<file path="src/rtl/gls_pkg.sv">
package gls_pkg;

  // Pin count of the shared general-purpose and LED port.
  localparam int unsigned NUM_PINS = 3;

  // Per-pin configuration codes.
  localparam logic [1:0] MODE_INPUT      = 2'h0;
  localparam logic [1:0] MODE_PUSH_PULL  = 2'h1;
  localparam logic [1:0] MODE_OPEN_DRAIN = 2'h2;

  // Pin positions of the three status LED functions.
  localparam int unsigned PIN_SPEED    = 0;
  localparam int unsigned PIN_LINK_ACT = 1;
  localparam int unsigned PIN_DUPLEX   = 2;

  // Clock and blink timing.
  localparam int unsigned CLK_HZ       = 100_000_000;
  localparam int unsigned BLINK_MS     = 80;
  localparam int unsigned BLINK_CYCLES = BLINK_MS * (CLK_HZ / 1000);
  localparam int unsigned BLINK_CNT_W  = 24;

  // Reset values.
  localparam logic       XOVER_RESET   = 1'h1;
  localparam logic       PIN_RESET     = 1'h1;

  typedef enum logic [1:0] {
    BLINK_IDLE,
    BLINK_DARK,
    BLINK_LIT
  } gls_blink_e;

endpackage : gls_pkg

</file>
<file path="src/rtl/gls_top.sv">
`timescale 1ns/100ps

module gls_top #(
  parameter int unsigned BLINK_CYCLES = gls_pkg::BLINK_CYCLES,
  parameter int unsigned CNT_W        = gls_pkg::BLINK_CNT_W
) (
  // Clock, reset and enable
  input  wire logic                            clk,
  input  wire logic                            rstn,
  input  wire logic                            clk_en,
  // Software configuration
  input  wire logic [2*gls_pkg::NUM_PINS-1:0] pin_mode,
  input  wire logic [gls_pkg::NUM_PINS-1:0]   pin_out_value,
  input  wire logic [gls_pkg::NUM_PINS-1:0]   pin_led_select,
  output logic      [gls_pkg::NUM_PINS-1:0]   pin_in_value,
  // Link state from the transceiver
  input  wire logic                            link_up,
  input  wire logic                            speed_100,
  input  wire logic                            autoneg_busy,
  input  wire logic                            full_duplex,
  input  wire logic                            tx_activity,
  input  wire logic                            rx_activity,
  // Shared pins
  input  wire logic [gls_pkg::NUM_PINS-1:0]   pin_i,
  output logic      [gls_pkg::NUM_PINS-1:0]   pin_o,
  output logic      [gls_pkg::NUM_PINS-1:0]   pin_oe_n,
  // Crossover strap
  input  wire logic                            auto_crossover_strap,
  output logic                                 auto_crossover_en
);
  import gls_pkg::*;

  // CNT_W must hold BLINK_CYCLES minus one, or the truncated end value would cut every phase short.
  localparam logic [CNT_W-1:0] BLINK_LAST = CNT_W'(BLINK_CYCLES - 1);

  gls_blink_e              blink_q;
  gls_blink_e              blink_d;
  logic [CNT_W-1:0]        blink_cnt_q;
  logic                    pending_q;
  logic                    activity;
  logic                    blink_done;
  logic                    blink_dark;
  logic [NUM_PINS-1:0]     status_led_outputs;
  logic                    speed_indicator;
  logic                    link_activity_indicator;
  logic                    duplex_indicator;
  logic [2:0]              strap_sync_q;
  logic                    xover_q;

  assign activity   = tx_activity | rx_activity;
  assign blink_done = (blink_cnt_q == BLINK_LAST);
  assign blink_dark = (blink_q == BLINK_DARK);

  // Blink sequencer: dark for one period, then lit for at least one period.
  always_comb begin
    blink_d = blink_q;
    unique case (blink_q)
      BLINK_IDLE: begin
        if (link_up && activity) begin
          blink_d = BLINK_DARK;
        end
      end
      BLINK_DARK: begin
        if (blink_done) begin
          blink_d = BLINK_LIT;
        end
      end
      BLINK_LIT: begin
        if (blink_done) begin
          blink_d = (pending_q || activity) ? BLINK_DARK : BLINK_IDLE;
        end
      end
    endcase
    // Losing the link abandons any blink so the pin shows the dropped link at once.
    if (!link_up) begin
      blink_d = BLINK_IDLE;
    end
  end

  always_ff @(posedge clk) begin
    if (!rstn) begin
      blink_q <= BLINK_IDLE;
    end else if (clk_en) begin
      blink_q <= blink_d;
    end
  end

  // The counter restarts on every state change so each phase lasts a full period.
  always_ff @(posedge clk) begin
    if (!rstn) begin
      blink_cnt_q <= '0;
    end else if (clk_en) begin
      if (blink_d != blink_q || blink_q == BLINK_IDLE) begin
        blink_cnt_q <= '0;
      end else begin
        blink_cnt_q <= blink_cnt_q + CNT_W'(1);
      end
    end
  end

  // Activity seen while the LED is lit is held so it is not lost before the lit phase ends.
  always_ff @(posedge clk) begin
    if (!rstn) begin
      pending_q <= 1'h0;
    end else if (clk_en) begin
      if (blink_q == BLINK_LIT && !blink_done) begin
        pending_q <= pending_q | activity;
      end else begin
        pending_q <= 1'h0;
      end
    end
  end

  // Indicators are active low; a released pin lets the board pull-up darken the LED.
  // Speed stays high during negotiation even if a stale speed bit is still set.
  assign speed_indicator         = ~(link_up & speed_100 & ~autoneg_busy);
  assign link_activity_indicator = ~link_up | blink_dark;
  assign duplex_indicator        = ~(link_up & full_duplex);

  // Positions without an indicator stay released.
  always_comb begin
    status_led_outputs               = '1;
    status_led_outputs[PIN_SPEED]    = speed_indicator;
    status_led_outputs[PIN_LINK_ACT] = link_activity_indicator;
    status_led_outputs[PIN_DUPLEX]   = duplex_indicator;
  end

  // Per-pin input filtering and output drive.
  for (genvar p = 0; p < NUM_PINS; p++) begin : g_pin
    logic [2:0] in_sync_q;
    logic       in_q;
    logic [1:0] mode;
    logic       led_sel;
    logic       out_val;

    assign mode    = pin_mode[2*p +: 2];
    assign led_sel = pin_led_select[p];
    assign out_val = pin_out_value[p];

    // Three stages; the first is read only by the second.
    // A one-cycle glitch never passes, since the second and third stages must agree.
    // A pin in any mode still feeds its filter, so software can read back every pin.
    always_ff @(posedge clk) begin
      if (!rstn) begin
        in_sync_q <= {3{PIN_RESET}};
        in_q      <= PIN_RESET;
      end else if (clk_en) begin
        in_sync_q <= {in_sync_q[1:0], pin_i[p]};
        if (in_sync_q[1] == in_sync_q[2]) begin
          in_q <= in_sync_q[2];
        end
      end
    end

    // One more register so the read-back port comes straight from a flip-flop.
    always_ff @(posedge clk) begin
      if (!rstn) begin
        pin_in_value[p] <= PIN_RESET;
      end else if (clk_en) begin
        pin_in_value[p] <= in_q;
      end
    end

    // Open drain holds the data at zero and switches only the enable.
    // The LED function is tested first so software values cannot reach an LED pin.
    always_ff @(posedge clk) begin
      if (!rstn) begin
        pin_o[p]    <= PIN_RESET;
        pin_oe_n[p] <= 1'h1;
      end else if (clk_en) begin
        if (led_sel) begin
          pin_o[p]    <= 1'h0;
          pin_oe_n[p] <= status_led_outputs[p];
        end else if (mode == MODE_PUSH_PULL) begin
          pin_o[p]    <= out_val;
          pin_oe_n[p] <= 1'h0;
        end else if (mode == MODE_OPEN_DRAIN) begin
          pin_o[p]    <= 1'h0;
          pin_oe_n[p] <= out_val;
        end else begin
          // Input mode and the unused code both leave the pin released.
          pin_o[p]    <= PIN_RESET;
          pin_oe_n[p] <= 1'h1;
        end
      end
    end
  end

  // Strap: an open pin floats high through its pull-up, so enabled is the safe default.
  always_ff @(posedge clk) begin
    if (!rstn) begin
      strap_sync_q <= {3{XOVER_RESET}};
      xover_q      <= XOVER_RESET;
    end else if (clk_en) begin
      strap_sync_q <= {strap_sync_q[1:0], auto_crossover_strap};
      if (strap_sync_q[1] == strap_sync_q[2]) begin
        xover_q <= strap_sync_q[2];
      end
    end
  end

  // The strap is followed all the time, so a board that moves it late is still honoured.
  always_ff @(posedge clk) begin
    if (!rstn) begin
      auto_crossover_en <= XOVER_RESET;
    end else if (clk_en) begin
      auto_crossover_en <= xover_q;
    end
  end

endmodule : gls_top

</file>
<file path="config.mk">
export PLATFORM = sky130hd
export DESIGN_NAME = gls_top
export DESIGN_NICKNAME = d
export VERILOG_FILES = /design/src/rtl/gls_pkg.sv /design/src/rtl/gls_top.sv
export SDC_FILE = /design/constraint.sdc
export NUM_CORES = 1
export LEC_CHECK = 0
export BUFFER_PORTS_ARGS = -buffer_cell sky130_fd_sc_hd__clkbuf_2
export CORE_ASPECT_RATIO = 1.1
export CORE_MARGIN = 2
export CORE_UTILIZATION = 45
export DETAILED_ROUTE_END_ITERATION = 7
export PLACE_DENSITY = 0.67
export SETUP_SLACK_MARGIN = 0.02
export SLEW_MARGIN = 10
export SYNTH_ARGS = -nofsm -noshare
export SYNTH_HDL_FRONTEND = slang
export SYNTH_SLANG_ARGS = --single-unit
</file>
<file path="constraint.sdc">
create_clock -name clk -period 2.25 [get_ports clk]
set_clock_uncertainty 0.2 [all_clocks]
set_input_delay 0.225 -clock clk [delete_from_list [all_inputs] [get_ports clk]]
set_output_delay 0.225 -clock clk [all_outputs]
set_load 0.03 [all_outputs]
</file>
# Word-level counts from Yosys, hierarchy flattened
# Index checks and enable logic that the tools add are counted.
[totals] register_bits=53 inputBits=25 output_inout_bits=10 word_cells=82
[classes] add_sub_neg=1 n_eq_ne=14 muxes=26 n_bitwise=10 reduce_logical=10
[ops] op="24-bit by 1-bit adder with 24-bit output (second input constant)" count=1
[ops] op="24-bit by 23-bit == test with 1-bit output (second input constant)" count=1
[ops] op="24-bit 2-to-1 mux" count=1
[ops] op="1-bit 2-to-1 mux" count=20
[ops] op="2-bit by 1-bit == test with 1-bit output (second input constant)" count=4
[ops] op="2-bit == test (second input constant)" count=4
[ops] op="2-bit 2-to-1 mux" count=4
[ops] op="2-bit AND reduction" count=4
[ops] op="2-bit case mux with 3 select lines" count=1
[ops] op="1-bit == test" count=4
[ops] op="1-bit NOT" count=4
[ops] op="1-bit bitwise AND" count=3
[ops] op="1-bit bitwise OR" count=3
[ops] op="1-bit logical AND" count=2
[ops] op="2-bit zero test" count=1
[ops] op="1-bit logical OR" count=2
[ops] op="2-bit inequality test" count=1
[ops] op="1-bit zero test" count=1

# Longest topological paths before layout
[depth] depth_word=9 depth_mapped=8

# Worst setup path before layout
# Ideal clock, no wire load.
[synth_path] path_kind="reg2reg" from="reg blink_q[0]" to="reg blink_cnt_q[10]" t_arrival_ns=2.169 setup_slack_ns=-0.261 stages_incl_launch_ff=9 path_buffers=1 path_cell_list="dfxtp_1 -> inv_1 -> ha_1 -> or3b_2 -> a22oi_1 -> nand2_1 -> o2111ai_4 -> buf_6 -> a211oi_2"
[synth_between] elab_chain_cells=6 elab_cells_between_ends=11 classes_between="3 x eq/ne; 6 x mux; 2 x reduce/logical"
[synth_rtl] item="start, declared" line="gls_top.sv:36" source="gls_blink_e blink_q;"
[synth_rtl] item="start signal, assigned" line="gls_top.sv:84" source="blink_q <= blink_d;"
[synth_rtl] item="2-bit == test (tied with other cells)" line="gls_top.sv:57" source="unique case (blink_q)"
[synth_rtl] item="2-bit case mux with 3 select lines" line="gls_top.sv:57"
[synth_rtl] item="2-bit 2-to-1 mux" line="gls_top.sv:75" source="if (!link_up) begin"
[synth_rtl] item="2-bit inequality test" line="gls_top.sv:93" source="if (blink_d != blink_q || blink_q == BLINK_IDLE) begin"
[synth_rtl] item="1-bit logical OR *" line="gls_top.sv:93"
[synth_rtl] item="24-bit 2-to-1 mux *" line="gls_top.sv:93"
[synth_rtl] item="end signal, assigned" line="gls_top.sv:96" source="blink_cnt_q <= blink_cnt_q + CNT_W'(1);"
[synth_rtl] item="end, declared" line="gls_top.sv:38" source="logic [CNT_W-1:0] blink_cnt_q;"
# Mark *: on every way between the ends. The rest lies on a longest branch, timed or not.
# A chain may end at the register's enable or synchronous reset.

# Worst setup path in the final report
[layout_path] from="reg blink_q[1]" to="reg blink_cnt_q[11]"
# Same word-level chain as after synthesis.

==> reports/metrics.cfg <==
[outcome]
status = complete, but fails checks
violations = setup timing

[clock_network]
cts_sinks = 53
clk_path_buf_depth = 2
cts_root_buffer = clkbuf_8
cts_tree = built
path_clk_slew_ns = 0.10
clkLatencyLatePin_ns = 0.31
cts_made_buffers = 5
htreeDepth = 2

[critical_path]
slowest_delay_ns = 0.52
cp_max_fo = 14
path_delay_family = compound AO/OA/AOI/OAI gates
arrival_ns = 2.42
crit_path_top_delay_cell = a2111oi_1
r2r_slack_ns = -0.18
worst_ep_required_time_ns = 2.24
path_class = flip-flop to flip-flop
rr_endpoint = blink_cnt_q[11]
worst-path-buf-inv = 3
crit_path_end_kind = flip-flop
rr_startpoint = blink_q[1]
worstSetupStartpointType = flip-flop
reg2regPathDepth = 9
path_cells = inv_2 > ha_4 > buf_4 > mux2i_1 > a2111oi_1 > nand3_1 > o2111ai_4 > buf_12 > a211oi_2

[finish]
syn_to_final_growth_pct = 24.99
finalNonFillerCells = 438
nets = 386
drive_above_1_share_pct = 34.36
antennaDiodeCount = 0

[worst_hold_path]
hp-class = primary input to flip-flop
min_to = blink_cnt_q[1]
whs_path_depth = 3
hold_start = clk_en

[floorplan]
core_um2 = 6081
rows = 30
dieWidth_um = 79.13
die_y_um = 86.64
initial_utilization_pct = 45.95
io_pins = 35
dieArea_um2 = 6856

[detailed_routing]
drt_wl_total_um = 5613
dr.pass1.iters = 4
drtAntennaViolNets = 0
drtIter0Drc = 87
vias = 2274
drc_errors = 0
drt-vias-per-instance = 5.192
routedWlPerCell_um = 12.82

[synth]
synth_edf_count = 0
ys_types = 57
netlist_instances = 289
avgSynthCellArea_um2 = 9.668
syn-num-nets = 318
synth-async-reset-ratio_pct = 0
netlist_area_um2 = 2794
synth_seq_cells = 53
synth_ff_type = dfxtp_1
yosys_warnings = 0
seq_area_frac_synth_pct = 37.98

[timing]
max-slew-margin-rel_pct = 67.69
fin_setup_tns_ns = -3.514
rsz0062_at_grt = true
final_max_slew_viol_count = 0
min_period_over_period_pct = 108.0
setup_violations = 25
fin_ws_ns = -0.1803
worstMarginPinSlew_ns = 0.4834
hold_viol = 0
fin_crit_ns = 2.430
fmax_mhz = 411.5

[global_route]
gr-total-overflow = 0
grt_max_degree = 36
antenna_found_initial = 0
grt_pass1_vias = 2168
grt_use_total_pct = 17.47
grt_pass1_wl_um = 9811

[power]
ir_worst_vdd_uv = 351.8
power.switching_uw = 521.5
power.density_nw_per_um2 = 530.5
seqPwrFrac_pct = 52.3
combPwrFrac_pct = 16.5
p_leak_uw = 0.001336
p_int_uw = 1331
p_clk_share_pct = 31.3
p_sw_share_pct = 28.15

[placement]
pre_cts_ws_ns = -0.07740
dpl.cell_count = 417
numPortBuffers = 34
gp_routability_congestion = 0.9160
dpl.hpwl_um = 3935

[flow_run]
cap_violations = 0

cells by family after synthesis:
family	synth area share (%)
simple gates	21.59
flops	37.98
compound gates	21.32
fa+ha+maj	1.791
mux	6.090
buf+inv	4.657
xor+xnor	6.583
metrics by stage:
step	utilization [%]	power (uW)	hold slack, ns	area (um^2)
4_1_cts	56.48	1869	0.01258	3435
3_5_place_dp	53.25	1271	0.2440	3238
2_1_floorplan	-	1183	0.1269	2821
5_1_grt	57.43	1945	0.03224	3492
6_report	57.43	1853	0.02999	3492
3_3_place_gp	53.25	1268	0.2411	3238
state kept, by name, summed over array words and instances, names as in the netlist:
name	count
blink_cnt_q	24
g_pin.in_sync_q	9
g_pin.in_q	3
pin_in_value	3
pin_o	3
pin_oe_n	3
strap_sync_q	3
blink_q	2
auto_crossover_en	1
pending_q	1
xover_q	1
repair_timing:
action	4_1_cts	5_1_grt
hold buffers	9	0
pin swaps	1	4
gates cloned	0	0
endpoints found under the setup margin	24	26
gates resized for setup	1	7
endpoints found under the hold margin	7	0
buffers inserted	1	3
cell type report:
class	count	area, um^2
repair buffers	77	548.0
clock inverters	3	28.78
flip-flops and latches	53	1067
clock buffers	5	68.82
well taps	80	100.1
fillers	536	2589
inverters	7	28.78
multi-input cells	213	1650
layer usage:
| metal | vias up | share of wire (%) | GRT usage (%) |
|---|---|---|---|
| li1 | 1192 | - | - |
| met1 | 1042 | 49 | 23.16 |
| met2 | 36 | 47 | 29.58 |
| met3 | 4 | 3.5 | 3.333 |
| met4 | 0 | 0.71 | 3.918 |
| met5 | - | 0 | 0 |
worst max-delay path by stage:
stage / slack, ns / cells past startpoint / from / end
5_1_grt: -0.26 / 9 / blink_q[1] / blink_cnt_q[6]
2_1_floorplan: 0.03 / 8 / blink_q[0] / blink_cnt_q[10]
6_report: -0.18 / 9 / blink_q[1] / blink_cnt_q[11]
4_1_cts: -0.08 / 7 / blink_cnt_q[13] / blink_cnt_q[19]
3_3_place_gp: -0.04 / 8 / blink_q[0] / blink_cnt_q[16]
3_5_place_dp: -0.08 / 9 / blink_q[1] / blink_cnt_q[19]
tightest hold or removal path, cell delays in order:
cell and delay, ns:
clkbuf_2 0.13, nand2_1 0.07, o31ai_1 0.07
synthesized netlist by cell type (4+ instances only):
cell | n | share of area [%]
a211oi_1 | 4 | 1.1
a211oi_2 | 20 | 9.0
a21oi_1 | 13 | 2.3
buf_6 | 4 | 1.6
clkbuf_1 | 6 | 0.81
dfxtp_1 | 53 | 38
ha_1 | 4 | 1.8
inv_1 | 7 | 0.94
mux2i_1 | 17 | 6.1
nand2_1 | 33 | 4.4
nand2b_1 | 9 | 2.0
nand3_1 | 12 | 2.1
nand4_1 | 6 | 1.3
nor2_1 | 9 | 1.2
o21ai_0 | 15 | 2.7
xnor2_1 | 6 | 1.9
xor2_1 | 15 | 4.7
placed cells by master (no fill, tap or decap), types with 2 or more instances in the layout:
master / synthesis / routed
a211oi_2: 20 / 20
buf_4: 0 / 30
ha_1: 4 / 3
clkbuf_2: 0 / 34
and4_1: 2 / 2
and3_1: 3 / 3
and2_2: 2 / 2
inv_6: 0 / 2
a21oi_1: 13 / 13
nand4_1: 6 / 6
dfxtp_1: 53 / 50
dfxtp_2: 0 / 2
nand2b_1: 9 / 9
nor4_4: 2 / 2
nor2b_1: 2 / 2
clkbuf_8: 0 / 5
nand3_1: 12 / 12
xor2_1: 15 / 15
nor2_1: 9 / 9
nand3b_1: 3 / 3
a211oi_1: 4 / 4
or3b_2: 3 / 2
o21ai_0: 15 / 15
nor4_1: 2 / 2
inv_1: 7 / 5
mux2i_1: 17 / 17
nand2_1: 33 / 33
xnor2_1: 6 / 6
nor3_1: 2 / 2
buf_6: 4 / 2
buf_12: 0 / 2
dlygate4sd3_1: 2 / 9
power by group through the flow:
stage	clock network, uW	registers, uW	logic, uW
CTS	605	969	295
floorplan	0	1000	179
global placement	0	989	278
global route	641	971	333
finish	579	968	305
detailed placement	0	990	281
Note: power is estimated with default switching activity, not from simulation.
